### src/hdl/ctm_pkg.sv
// constants and types for the CAN transceiver mode controller
// assumes a 100 MHz pclk and an APB slave with 32-bit data
package ctm_pkg;
  localparam int CTM_CLK_NS = 10;
  // register byte offsets
  localparam logic [11:0] CTM_OUTCFG_ADDR = 12'h000;
  localparam logic [11:0] CTM_CANCTRL_ADDR = 12'h004;
  localparam logic [11:0] CTM_STATUS_ADDR = 12'h008;
  // field positions
  localparam int CTM_CANCTRL_WAKE_EN_BIT = 2;
  localparam int CTM_ST_TX_READY_BIT = 0;
  localparam int CTM_ST_SILENT_BIT = 1;
  localparam int CTM_ST_WAKE_EV_BIT = 2;
  localparam int CTM_ST_STATE_LSB = 4;
  // reset values
  localparam logic [1:0] CTM_MODE_SEL_RST = 2'h0;
  localparam logic CTM_WAKE_EN_RST = 1'b0;
  // chip operating modes as presented on chip_mode_control
  localparam logic [2:0] CTM_CHIP_OFF = 3'h0;
  localparam logic [2:0] CTM_CHIP_OVERTEMP = 3'h1;
  localparam logic [2:0] CTM_CHIP_RESET = 3'h2;
  localparam logic [2:0] CTM_CHIP_STANDBY = 3'h3;
  localparam logic [2:0] CTM_CHIP_SLEEP = 3'h4;
  localparam logic [2:0] CTM_CHIP_FORCED = 3'h5;
  localparam logic [2:0] CTM_CHIP_NORMAL = 3'h7;
  // transceiver mode select codes
  localparam logic [1:0] CTM_SEL_OFFLINE = 2'h0;
  localparam logic [1:0] CTM_SEL_ACT_UV = 2'h1;
  localparam logic [1:0] CTM_SEL_ACT_NOUV = 2'h2;
  localparam logic [1:0] CTM_SEL_LISTEN = 2'h3;
  // output configuration codes
  localparam logic [1:0] CTM_OUT_NEVER = 2'h0;
  localparam logic [1:0] CTM_OUT_NORMAL = 2'h1;
  localparam logic [1:0] CTM_OUT_AWAKE = 2'h2;
  localparam logic [1:0] CTM_OUT_ALWAYS = 2'h3;
  // timing, times in ns
  localparam int CTM_SILENCE_NS = 1000000;
  localparam int CTM_WAKE_TO_NS = 1000000;
  localparam int CTM_WAKE_DOM_NS = 500;
  localparam int CTM_WAKE_REC_NS = 500;
  localparam logic [19:0] CTM_SILENCE_CYC = 20'((CTM_SILENCE_NS + CTM_CLK_NS - 1) / CTM_CLK_NS);
  localparam logic [19:0] CTM_WAKE_TO_CYC = 20'(CTM_WAKE_TO_NS / CTM_CLK_NS);
  localparam logic [19:0] CTM_WAKE_DOM_CYC = 20'((CTM_WAKE_DOM_NS + CTM_CLK_NS - 1) / CTM_CLK_NS);
  localparam logic [19:0] CTM_WAKE_REC_CYC = 20'((CTM_WAKE_REC_NS + CTM_CLK_NS - 1) / CTM_CLK_NS);

  typedef enum logic [4:0] {
    CTM_T_OFF = 5'h01,
    CTM_T_OFFLINE = 5'h02,
    CTM_T_OBIAS = 5'h04,
    CTM_T_LISTEN = 5'h08,
    CTM_T_ACTIVE = 5'h10
  } ctm_tstate_t;

  typedef enum logic [3:0] {
    CTM_W_IDLE = 4'h1,
    CTM_W_DOM1 = 4'h2,
    CTM_W_REC = 4'h4,
    CTM_W_DOM2 = 4'h8
  } ctm_wstate_t;
endpackage : ctm_pkg
### src/hdl/ctm_mode_ctrl.sv
// CAN transceiver mode controller with bus wake filter and output switches
// assumes synchronous pins, an APB master on pclk, bus_rx low = dominant
`timescale 1ns/1ps

// What this block does
// - drive hv switch per output configuration
// - config codes off/normal/awake/always on
// - hv switch holds state in overtemp
// - sensor supply off in overtemp
// - load output config from startup bits
// - mode select codes, effective in normal
// - standby or sleep forces offline operation
// - active on normal select 01/10, supply good
// - low transmit pin holds listen-only
// - supply drop in active (select 01) passes offline bias into listen-only
// - forced normal supply drop goes listen-only
// - select 10 keeps active through undervoltage
// - status shows transmitter ready
// - listen-only: transmitter off, bias on
// - three causes of listen-only
// - offline grounds bus, wakes if enabled
// - activity to bias, silence back offline
// - leave active/listen to bias on mode
// - off/overtemp into reset gives offline
// - wake or undervoltage request leaves offline
// - off, overtemp, battery low: fully off
// - wake needs dominant recessive dominant in time
// - wake sets event, rxd low, sleep wakes
module ctm_mode_ctrl import ctm_pkg::*; #(
  parameter logic [19:0] SILENCE_CYC = CTM_SILENCE_CYC,
  parameter logic [19:0] WAKE_TO_CYC = CTM_WAKE_TO_CYC
) (
  input wire logic pclk,
  input wire logic presetn,
  input wire logic psel,
  input wire logic penable,
  input wire logic pwrite,
  input wire logic [11:0] paddr,
  input wire logic [31:0] pwdata,
  output logic [31:0] prdata,
  output logic pready,
  output logic pslverr,
  input wire logic [2:0] chip_mode_control,
  input wire logic [1:0] ext_output_startup_config,
  input wire logic mcu_supply_ok,
  input wire logic bat_undervoltage,
  input wire logic txd,
  input wire logic bus_rx,
  output logic high_voltage_switch_output,
  output logic sensor_supply_output,
  output logic tx_enable,
  output logic bias_2v5,
  output logic bias_gnd,
  output logic transceiver_on,
  output logic rxd_force_low,
  output logic sleep_wake_request
);

  typedef struct packed {
    // transceiver and wake filter state
    ctm_tstate_t tst;
    ctm_wstate_t wst;
    // bus timing
    logic [19:0] lvl_cnt;
    logic [19:0] wake_tmr;
    logic [19:0] sil_cnt;
    logic silent;
    logic rx_prev;
    logic [2:0] chip_prev;
    // register fields
    logic load_pend;
    logic [1:0] ext_output_config;
    logic [1:0] transceiver_mode_select;
    logic bus_wake_detect_enable;
    logic bus_wake_event;
    // registered pins
    logic hv_out;
    logic sens_out;
    logic rxd_low;
    logic wake_req;
    logic tx_on;
    logic bias_mid;
    logic bias_low;
    logic xcvr_on;
    // bus register answer
    logic [31:0] rdata;
    logic rdy;
    logic err;
  } ctm_state_t;

  ctm_state_t st_ff;
  ctm_state_t nxt_st;

  logic normal;
  logic forced;
  logic chip_off;
  logic chip_ot;
  logic chip_reset;
  logic chip_standby;
  logic chip_sleep;
  logic off_cond;
  logic reset_entry;
  logic uv_online;
  logic sel_listen;
  logic sel_offline;
  logic wake_watch;
  logic sel_act;
  logic act_req;
  logic listen_req;
  logic leave_req;
  logic edge_seen;
  logic wake_hit;
  logic access;
  logic wr;
  logic hit_out;
  logic hit_can;
  logic hit_st;
  logic hv_on;
  logic [31:0] rd_mux;

  // mode decode shared by the transceiver state machine
  always_comb begin
    normal = (chip_mode_control == CTM_CHIP_NORMAL);
    forced = (chip_mode_control == CTM_CHIP_FORCED);
    chip_off = (chip_mode_control == CTM_CHIP_OFF);
    chip_ot = (chip_mode_control == CTM_CHIP_OVERTEMP);
    chip_reset = (chip_mode_control == CTM_CHIP_RESET);
    chip_standby = (chip_mode_control == CTM_CHIP_STANDBY);
    chip_sleep = (chip_mode_control == CTM_CHIP_SLEEP);
    // select field decode
    sel_act = (st_ff.transceiver_mode_select == CTM_SEL_ACT_UV) ||
              (st_ff.transceiver_mode_select == CTM_SEL_ACT_NOUV);
    sel_listen = (st_ff.transceiver_mode_select == CTM_SEL_LISTEN);
    sel_offline = (st_ff.transceiver_mode_select == CTM_SEL_OFFLINE);
    // select field only counts in normal mode
    act_req = (normal && sel_act && mcu_supply_ok) || (forced && mcu_supply_ok);
    // online request that the supply cannot carry
    uv_online = normal && sel_act && !mcu_supply_ok;
    listen_req = (normal && sel_listen) || (forced && !mcu_supply_ok) || uv_online;
    // other chip modes drop active/listen, standby and sleep never go online
    leave_req = !(normal || forced) || (normal && sel_offline);
    // off conditions beat every other transition
    off_cond = chip_off || chip_ot || bat_undervoltage;
    // a start from off or overtemp passes through reset
    reset_entry = chip_reset && (st_ff.chip_prev == CTM_CHIP_OFF ||
                                 st_ff.chip_prev == CTM_CHIP_OVERTEMP);
    // wake filter listens only in the two offline states, and only when enabled
    wake_watch = st_ff.bus_wake_detect_enable &&
                 (st_ff.tst == CTM_T_OFFLINE || st_ff.tst == CTM_T_OBIAS);
    edge_seen = (bus_rx != st_ff.rx_prev);
  end

  // output switch decode for the configured chip modes; forced normal counts as normal
  always_comb begin
    case (st_ff.ext_output_config)
      CTM_OUT_NEVER: hv_on = 1'b0;
      CTM_OUT_NORMAL: hv_on = normal || forced;
      // standby and reset keep external loads supplied
      CTM_OUT_AWAKE: hv_on = normal || forced || chip_standby || chip_reset;
      // sleep as well, for loads that must outlive the mcu supply
      CTM_OUT_ALWAYS: hv_on = normal || forced || chip_standby || chip_reset || chip_sleep;
      default: hv_on = 1'b0;
    endcase
  end

  // apb decode; one wait state, access completes on the cycle after the first penable
  always_comb begin
    access = psel && penable && !st_ff.rdy;
    wr = access && pwrite;
    hit_out = (paddr == CTM_OUTCFG_ADDR);
    hit_can = (paddr == CTM_CANCTRL_ADDR);
    hit_st = (paddr == CTM_STATUS_ADDR);
    // unmapped offsets read as zero
    rd_mux = 32'h0;
    if (hit_out) begin
      rd_mux[1:0] = st_ff.ext_output_config;
    end else if (hit_can) begin
      rd_mux[1:0] = st_ff.transceiver_mode_select;
      rd_mux[CTM_CANCTRL_WAKE_EN_BIT] = st_ff.bus_wake_detect_enable;
    end else if (hit_st) begin
      rd_mux[CTM_ST_TX_READY_BIT] = (st_ff.tst == CTM_T_ACTIVE);
      rd_mux[CTM_ST_SILENT_BIT] = st_ff.silent;
      rd_mux[CTM_ST_WAKE_EV_BIT] = st_ff.bus_wake_event;
      rd_mux[CTM_ST_STATE_LSB +: 5] = st_ff.tst;
    end
  end

  // next state of everything
  always_comb begin
    nxt_st = st_ff;
    wake_hit = 1'b0;
    nxt_st.rx_prev = bus_rx;
    nxt_st.chip_prev = chip_mode_control;
    nxt_st.wake_req = 1'b0;

    // bus register interface
    nxt_st.rdy = access;
    nxt_st.err = access && !(hit_out || hit_can || hit_st);
    nxt_st.rdata = access && !pwrite ? rd_mux : 32'h0;
    if (wr && hit_out) begin
      nxt_st.ext_output_config = pwdata[1:0];
    end
    if (wr && hit_can) begin
      nxt_st.transceiver_mode_select = pwdata[1:0];
      nxt_st.bus_wake_detect_enable = pwdata[CTM_CANCTRL_WAKE_EN_BIT];
    end
    // startup bits loaded once after reset; a write in that cycle loses
    if (st_ff.load_pend) begin
      nxt_st.ext_output_config = ext_output_startup_config;
      nxt_st.load_pend = 1'b0;
    end

    // silence timer, restarted by any bus edge
    if (edge_seen) begin
      nxt_st.sil_cnt = 20'h0;
      nxt_st.silent = 1'b0;
    end else if (st_ff.sil_cnt >= SILENCE_CYC) begin
      nxt_st.silent = 1'b1;
    end else begin
      nxt_st.sil_cnt = st_ff.sil_cnt + 20'h1;
    end

    // wake filter; short glitches reset the level timer but keep the phase
    if (!wake_watch) begin
      nxt_st.wst = CTM_W_IDLE;
    end else begin
      nxt_st.lvl_cnt = st_ff.lvl_cnt + 20'h1;
      nxt_st.wake_tmr = st_ff.wake_tmr + 20'h1;
      case (st_ff.wst)
        // first dominant sample opens the window
        CTM_W_IDLE: begin
          nxt_st.lvl_cnt = 20'h0;
          nxt_st.wake_tmr = 20'h0;
          if (!bus_rx) begin
            nxt_st.wst = CTM_W_DOM1;
          end
        end
        // dominant phase must reach its minimum before recessive counts
        CTM_W_DOM1: begin
          if (bus_rx) begin
            nxt_st.lvl_cnt = 20'h0;
            if (st_ff.lvl_cnt + 20'h1 >= CTM_WAKE_DOM_CYC) begin
              nxt_st.wst = CTM_W_REC;
            end
          end
        end
        // recessive phase, same minimum rule
        CTM_W_REC: begin
          if (!bus_rx) begin
            nxt_st.lvl_cnt = 20'h0;
            if (st_ff.lvl_cnt + 20'h1 >= CTM_WAKE_REC_CYC) begin
              nxt_st.wst = CTM_W_DOM2;
            end
          end
        end
        // recessive glitches restart the closing dominant count
        CTM_W_DOM2: begin
          if (bus_rx) begin
            nxt_st.lvl_cnt = 20'h0;
          end else if (st_ff.lvl_cnt + 20'h1 >= CTM_WAKE_DOM_CYC) begin
            wake_hit = 1'b1;
            nxt_st.wst = CTM_W_IDLE;
          end
        end
        default: nxt_st.wst = CTM_W_IDLE;
      endcase
      // pattern must finish inside the wake window
      if (st_ff.wst != CTM_W_IDLE && !wake_hit && st_ff.wake_tmr >= WAKE_TO_CYC) begin
        nxt_st.wst = CTM_W_IDLE;
      end
    end

    // wake event: set wins over a software clear in the same cycle
    if (wr && hit_st && pwdata[CTM_ST_WAKE_EV_BIT]) begin
      nxt_st.bus_wake_event = 1'b0;
    end
    if (wake_hit) begin
      nxt_st.bus_wake_event = 1'b1;
      nxt_st.wake_req = chip_sleep;
    end
    nxt_st.rxd_low = nxt_st.bus_wake_event;

    // transceiver mode machine, the single state register
    case (st_ff.tst)
      CTM_T_OFF: nxt_st.tst = CTM_T_OFFLINE;
      // offline pair: online requests first, then bus activity or silence
      CTM_T_OFFLINE, CTM_T_OBIAS: begin
        if (act_req) begin
          nxt_st.tst = txd ? CTM_T_ACTIVE : CTM_T_LISTEN;
        end else if (listen_req && !(st_ff.tst == CTM_T_OFFLINE && sel_act)) begin
          nxt_st.tst = CTM_T_LISTEN;
        end else if (st_ff.tst == CTM_T_OFFLINE) begin
          if (wake_hit || edge_seen || uv_online) begin
            nxt_st.tst = CTM_T_OBIAS;
          end
        end else if (st_ff.silent) begin
          nxt_st.tst = CTM_T_OFFLINE;
        end
      end
      // listen: leave on a mode change, go active once txd is high
      CTM_T_LISTEN: begin
        if (leave_req) begin
          nxt_st.tst = CTM_T_OBIAS;
        end else if (act_req && txd) begin
          nxt_st.tst = CTM_T_ACTIVE;
        end
      end
      // active: mode change first, then select, then supply
      CTM_T_ACTIVE: begin
        if (leave_req) begin
          nxt_st.tst = CTM_T_OBIAS;
        end else if (normal && sel_listen) begin
          nxt_st.tst = CTM_T_LISTEN;
        end else if (forced && !mcu_supply_ok) begin
          nxt_st.tst = CTM_T_LISTEN;
        end else if (normal && !mcu_supply_ok &&
                     st_ff.transceiver_mode_select == CTM_SEL_ACT_UV) begin
          nxt_st.tst = CTM_T_OBIAS;
        end
        // select 10 ignores undervoltage until the chip mode or the select field changes
      end
      default: nxt_st.tst = CTM_T_OFF;
    endcase
    // entering reset from off or overtemp restarts offline
    if (reset_entry) begin
      nxt_st.tst = CTM_T_OFFLINE;
    end
    // off conditions override everything, bus lines float
    if (off_cond) begin
      nxt_st.tst = CTM_T_OFF;
    end
    // bus pin controls registered from the next state so they never glitch
    nxt_st.tx_on = (nxt_st.tst == CTM_T_ACTIVE);
    nxt_st.bias_mid = (nxt_st.tst == CTM_T_ACTIVE) || (nxt_st.tst == CTM_T_LISTEN) ||
                      (nxt_st.tst == CTM_T_OBIAS);
    nxt_st.bias_low = (nxt_st.tst == CTM_T_OFFLINE);
    nxt_st.xcvr_on = (nxt_st.tst != CTM_T_OFF);

    // output switches; hv switch frozen in overtemp so loads stay supplied
    if (!chip_ot) begin
      nxt_st.hv_out = hv_on;
    end
    nxt_st.sens_out = hv_on && !chip_ot;
  end

  // the one state register
  always_ff @(posedge pclk or negedge presetn) begin
    if (!presetn) begin
      st_ff <= '0;
      st_ff.tst <= CTM_T_OFF;
      st_ff.wst <= CTM_W_IDLE;
      st_ff.rx_prev <= 1'b1;
      st_ff.load_pend <= 1'b1;
      st_ff.transceiver_mode_select <= CTM_MODE_SEL_RST;
      st_ff.bus_wake_detect_enable <= CTM_WAKE_EN_RST;
    end else begin
      st_ff <= nxt_st;
    end
  end

  // pins follow registered state; listen keeps bias with transmitter off
  assign prdata = st_ff.rdata;
  assign pready = st_ff.rdy;
  assign pslverr = st_ff.err;
  assign high_voltage_switch_output = st_ff.hv_out;
  assign sensor_supply_output = st_ff.sens_out;
  assign tx_enable = st_ff.tx_on;
  assign bias_2v5 = st_ff.bias_mid;
  assign bias_gnd = st_ff.bias_low;
  assign transceiver_on = st_ff.xcvr_on;
  assign rxd_force_low = st_ff.rxd_low;
  assign sleep_wake_request = st_ff.wake_req;

endmodule : ctm_mode_ctrl

### config.mk
export PLATFORM = sky130hd
export DESIGN_NAME = ctm_mode_ctrl
export DESIGN_NICKNAME = d
export VERILOG_FILES = /design/src/hdl/ctm_pkg.sv /design/src/hdl/ctm_mode_ctrl.sv
export SDC_FILE = /design/constraint.sdc
export NUM_CORES = 1
export LEC_CHECK = 0
export BUFFER_PORTS_ARGS = -buffer_cell sky130_fd_sc_hd__clkbuf_2
export CORE_MARGIN = 2
export CORE_UTILIZATION = 57
export CTS_BUF_LIST = sky130_fd_sc_hd__clkbuf_8 sky130_fd_sc_hd__clkbuf_16
export CTS_CLUSTER_SIZE = 24
export DETAILED_ROUTE_END_ITERATION = 16
export HOLD_SLACK_MARGIN = 0.08
export PLACE_DENSITY = 0.81
export SETUP_SLACK_MARGIN = 0.5
export SLEW_MARGIN = 5
export SYNTH_ARGS = -nofsm -noshare
export SYNTH_HDL_FRONTEND = slang
export SYNTH_SLANG_ARGS = --single-unit
export TNS_END_PERCENT = 1
### constraint.sdc
create_clock -name pclk -period 3.5 [get_ports pclk]
set_input_delay 0.7 -clock pclk [delete_from_list [all_inputs] [get_ports pclk]]
set_output_delay 0.7 -clock pclk [all_outputs]
set_load 0.01 [all_outputs]
After elaboration in Yosys (flattened, before gate mapping)
Index checks and enable logic that the tools add are counted.
{"block": "classes", "mul": 0, "n_eq_ne": 39, "div": 0, "n_shift": 0, "n_addsub": 3, "magnitude_cmp": 3, "mux": 50, "bitwise_logic": 0, "n_reduce_logical": 63}
{"cell": "$mux W5", "n": 17}
{"cell": "$pmux W20 S4", "n": 1}
{"cell": "$add A20 B1 Y20 const B", "n": 3}
{"cell": "$mux W20", "n": 3}
{"cell": "$mux W24", "n": 2}
{"cell": "$ge A20 B17 Y1 const B", "n": 2}
{"cell": "$mux W4", "n": 7}
{"cell": "$ne A4 B4 Y1 const B", "n": 7}
{"cell": "$logic_and A1 B1 Y1", "n": 26}
{"cell": "$mux W21", "n": 1}
{"cell": "$ge A20 B6 Y1 const B", "n": 1}
{"cell": "$pmux W5 S4", "n": 1}
{"cell": "$logic_or A1 B1 Y1", "n": 19}
{"cell": "$pmux W4 S4", "n": 1}
{"cell": "$eq A12 B3 Y1 const B", "n": 1}
{"cell": "$eq A12 B4 Y1 const B", "n": 1}
{"cell": "$logic_not A12 Y1", "n": 1}
{"cell": "$eq A5 B2 Y1 const B", "n": 2}
{"cell": "$eq A5 B3 Y1 const B", "n": 2}
{"cell": "$eq A5 B4 Y1 const B", "n": 2}
{"cell": "$eq A5 B5 Y1 const B", "n": 2}
{"cell": "$mux W1", "n": 10}
{"cell": "$eq A3 B3 Y1 const B", "n": 3}
{"cell": "$mux W9", "n": 1}
{"cell": "22 further kinds", "n": 42}
{"block": "totals", "word_cells": 181, "output_inout_bits": 42, "ram_bits": 0, "mem_count": 0, "register_bits": 99, "rom_bits": 0, "latchBits": 0, "in_bits": 58}

Depth between registers and ports, before layout
{"block": "logic_depth", "depth_word": 19, "depth_mapped": 10, "depth_no_buf": 9}

Least setup slack after synthesis
OpenSTA, ideal clock, no wires.
{"block": "synth_path", "path_kind": "input-to-reg", "from": "input port bus_rx", "to": "register st_ff[110] (netlist name)", "arrival_time_ns": 2.522, "required_ns": 3.369, "slack_ns": 0.847, "setup_ns": 0.131, "cell_stages": 9, "path_buffers": 2, "path_cell_list": "clkbuf_1 -> or3b_2 -> a21oi_1 -> a31oi_1 -> o21ai_1 -> clkbuf_1 -> nor2_1 -> o21ai_0 -> o41ai_1"}
{"block": "synth_via", "elab_chain_len": 2, "word_cells_on_any_way": 4, "classes_between": "mux: 4"}
{"item": "start: declaration", "line": "ctm_mode_ctrl.sv:48", "rtl": "input wire logic bus_rx,"}
{"item": "$mux W20 (tied with other cells)", "line": "ctm_mode_ctrl.sv:258", "rtl": "if (bus_rx) begin"}
{"item": "$pmux W20 S4 *", "line": "ctm_mode_ctrl.sv:229", "rtl": "case (st_ff.wst)"}
{"item": "end signal: assignment", "line": "ctm_mode_ctrl.sv:357", "rtl": "st_ff <= nxt_st;"}
{"item": "end: declaration", "line": "ctm_mode_ctrl.sv:91", "rtl": "ctm_state_t st_ff;"}
Mark *: on every way between the ends. The rest lies on a longest branch, timed or not. The select of a mux whose other input is x is not followed.
A chain may end at the register's enable or synchronous reset.

Worst setup path in the final report
{"block": "layout_path", "from": "register st_ff[98] (netlist name)", "to": "register st_ff[117] (netlist name)"}
{"block": "layout_via", "elab_chain_len": 11, "word_cells_on_any_way": 19, "classes_between": "add/sub: 1; order compare: 1; eq/ne: 7; mux: 6; reduce/logical: 4"}
{"item": "$add A20 B1 Y20 *", "line": "ctm_mode_ctrl.sv:242, ctm_mode_ctrl.sv:251, ctm_mode_ctrl.sv:260"}
{"item": "$ge A20 B6 Y1 *", "line": "ctm_mode_ctrl.sv:242, ctm_mode_ctrl.sv:251, ctm_mode_ctrl.sv:260"}
{"item": "$mux W1", "line": "ctm_mode_ctrl.sv:260", "rtl": "end else if (st_ff.lvl_cnt + 20'h1 >= CTM_WAKE_DOM_CYC) begin"}
{"item": "$mux W1", "line": "ctm_mode_ctrl.sv:258"}
{"item": "$mux W1", "line": "ctm_mode_ctrl.sv:229"}
{"item": "$mux W1", "line": "ctm_mode_ctrl.sv:224", "rtl": "if (!wake_watch) begin"}
{"item": "$logic_not A1 Y1", "line": "ctm_mode_ctrl.sv:268", "rtl": "if (st_ff.wst != CTM_W_IDLE && !wake_hit && st_ff.wake_tmr >= WAKE_TO_CYC) begin"}
{"item": "$logic_and A1 B1 Y1 (2 in a row)", "line": "ctm_mode_ctrl.sv:268"}
{"item": "$ne A4 B4 Y1 (no line) / $mux W4 (equally long branches)"}
{"item": "$reduce_and A7 Y1 (no line) / $mux W4 (equally long branches)"}
Marks and branches as above.

==> summary.txt <==
STA
  – Final setup TNS: 0 ns
  – RSZ-0062 raised after global routing: yes
  – Final setup fails: 0
  – Fin crit period: between 2 and 3 ns
  – Final Cycle Share: 0.815
  – Setup Skew: 0.0149 ns
  – Worst slew margin: 0.555
  – Upper clock frequency limit: about 0.35 GHz
  – Tightest Pin Transition: roughly 0.66 ns
  – Final hold violation count: 0
  – Pins over their slew limit: 0

Global routing
  – GRT Overall Usage: 0.224
  – Congestion Overflow GR: 0
  – GR Util met3: 0.0387
  – Vias in the first global route: 4547
  – First-pass GRT wire length: between 20000 and 25000 um
  – Most used routing layer: met2
  – Largest net degree at the start of global routing: 48
  – Met2 Use GR: 0.375
  – Initial antenna violation count: 0
  – Met1 usage: 0.294

Logic synthesis
  – Ys flop type: dfrtp_1
  – Most frequent cell after synthesis: dfrtp_1
  – Post-synth ARST share: 1.00
  – Syn avg cell area: between 9 and 10 um2
  – Post-synthesis sequential area ratio: 0.421
  – Synth area leader: dfrtp_1
  – Distinct cells, synth: between 70 and 80
  – Mapped Area: slightly below 6000 um2
  – Share of the synthesized area in the top cell type: 0.403
  – #FFs+latches synth: 97
  – Area contributors post-synth: dfrtp_1 (40%), buf_4 (4.7%), nor2_1 (4.2%), o21ai_0 (3.8%), nand2_1 (3.4%)
  – Number of synthesized flops with an enable pin: 0
  – Synth top cells by count: dfrtp_1 (93), nor2_1 (65), nand2_1 (53), o21ai_0 (44), buf_4 (36)
  – Synth warn: 0
  – Cells after synthesis: between 600 and 700

Critical path
  – Kind of critical path: reg -> reg
  – Worst Path Max Fanout: 11
  – FF-to-FF path depth: 7
  – Nature of the critical path startpoint: flop
  – Crit path DAT: 3.12 ns
  – Worst EP required: between 3 and 4 ns
  – Endpoint class of the critical path: flop

Placement
  – Final Wtd Congestion: around 0.87
  – HPWL Detailed: ~8400 um
  – PortBufs: 46

Cells and area
  – Layout fillers: around 870
  – Antenna cell count: 0
  – Nets: between 700 and 800
  – Layout cells sized above 1: 0.155
  – Register area: between 2000 and 2500 um2
  – Layout Utilization: 0.628
  – Multi-input gate area: slightly below 3000 um2
  – Area Overhead vs Synth: 6.85%

Clock tree
  – Reg clk slew, reported paths: 0.11 ns
  – Maximum buffer depth of the clock tree: 2
  – TritonCTS Buffers: 9
  – Clock Sinks: 97
  – Clk Latency, worst-skew pair: between 0.3 and 0.4 ns
  – Post-CTS setup buffer count: 0
  – CTS root buf: clkbuf_8
  – Hold buffers post-CTS: 0
  – Post_cts resized: 0
  – CTS tree: done
  – H-tree levels: 3

Flow run
  – Max cap viols: 0

Route
  – WL/cell: roughly 15 um
  – Vias per cell: 5.90
  – Vias post-DR: between 4000 and 5000
  – Initial detailed-routing violation count: about 320
  – Post-DRT Antenna Nets: 0
  – DRC viols: 0
  – DR pass1 iterations: 5
  – WL final: about 12000 um

Pwr
  – Lkg Pwr: between 2 and 3 nW
  – Power Density: between 300 and 400 nW/um2
  – IR drop worst, VDD: between 0.0002 and 0.00025 V

Floorplan
  – Core region area: around 10000 um2
  – Die Y: around 100 um
  – I/O pin count: 100
  – Die Footprint: between 10000 and 15000 um2
  – Row cnt: 36
  – Die extent in x: 105 um
  – Initial Utilization: 0.588

Status
  – Status: completed

Hold path
  – Hold Crit Class: in -> async
==> kinds of logic after synthesis <==
logic type / after synthesis / share of synthesized area
simple gates: 250 / 0.230
compound gates: 156 / 0.184
flops: 97 / 0.421
buf+inv: 84 / 0.0797
xor+xnor: 30 / 0.0455
mux: 11 / 0.0199
fa+ha+maj: 9 / 0.0195
other cells: 1 / 0.000649
==> metal layers <==
metal / up-vias / share of wire
li1: 2298 / -
met3: 22 / 0.041
met1: 2328 / 0.44
met4: 0 / 0.019
met2: 110 / 0.50
met5: - / 0
==> critical path, stage by stage (launching register included) <==
cell and delay (ns):
dfrtp_1 0.58, nand4_4 0.22, nor2_1 0.35, a31oi_1 0.19, a2111oi_4 0.35, nand4_2 0.24, o311ai_2 0.44, mux2_2 0.39
==> state kept, by name, indices dropped and copies added, names as in the netlist <==
| signal | flops |
|---|---|
| st_ff | 79 |
| bias_gnd | 1 |
| transceiver_on | 1 |
| pready | 1 |
| bias_2v5 | 1 |
| prdata | 8 |
| rxd_force_low | 1 |
| sensor_supply_output | 1 |
| tx_enable | 1 |
| pslverr | 1 |
| high_voltage_switch_output | 1 |
| sleep_wake_request | 1 |
==> area by class of cell <==
cell class	count	area share
Timing Repair Buffer	58	0.0523
Multi-Input combinational cell	481	0.484
Clock buffer	9	0.0201
Clock inverter	7	0.0101
Tap cell	133	0.0270
Sequential cell	97	0.394
Inverter	21	0.0128
==> power breakdown <==
part           total, W  switching, W  internal [W]
combinational  0.000171      0.000111     0.0000599
clock          0.000706      0.000434      0.000272
sequential      0.00117     0.0000223       0.00114
total           0.00204      0.000568       0.00147
==> cell usage in the layout (no fill, tap or decap), types with 15 or more instances in the layout <==
cell type / Yosys / final
xnor2_1: 15 / 15
xor2_1: 15 / 15
a21oi_1: 29 / 29
o21ai_0: 44 / 44
dfrtp_1: 93 / 93
nor2_1: 65 / 64
inv_1: 21 / 21
conb_1: 1 / 25
nand3_1: 27 / 27
clkbuf_2: 1 / 45
nand2_1: 53 / 53
==> metrics by stage <==
stage / instance area [um2] / total power [W] / hold slack (ns) / std cells / setup WS, ns
after global routing: 6170 / 0.00213 / 0.365 / 806 / 0.464
after global placement: 5980 / 0.00135 / 0.461 / 790 / 0.668
after floorplan: 5870 / 0.00130 / 0.404 / 662 / 0.847
after detailed placement: 5980 / 0.00136 / 0.466 / 790 / 0.561
final: 6170 / 0.00204 / 0.312 / 806 / 0.647
after CTS: 6160 / 0.00206 / 0.337 / 806 / 0.540
==> path summary, 6_finish.rpt <==
path / start / to / slack (ns)
min reg2reg: st_ff[71] / st_ff[71] / 0.49
max in group asynchronous: presetn / st_ff[118] / 2.34
max reg2reg: st_ff[98] / st_ff[117] / 0.65
max: st_ff[98] / st_ff[117] / 0.65
min in group pclk: st_ff[71] / st_ff[71] / 0.49
min: presetn / st_ff[69] / 0.31
Note: power is estimated with default switching activity, not from simulation.
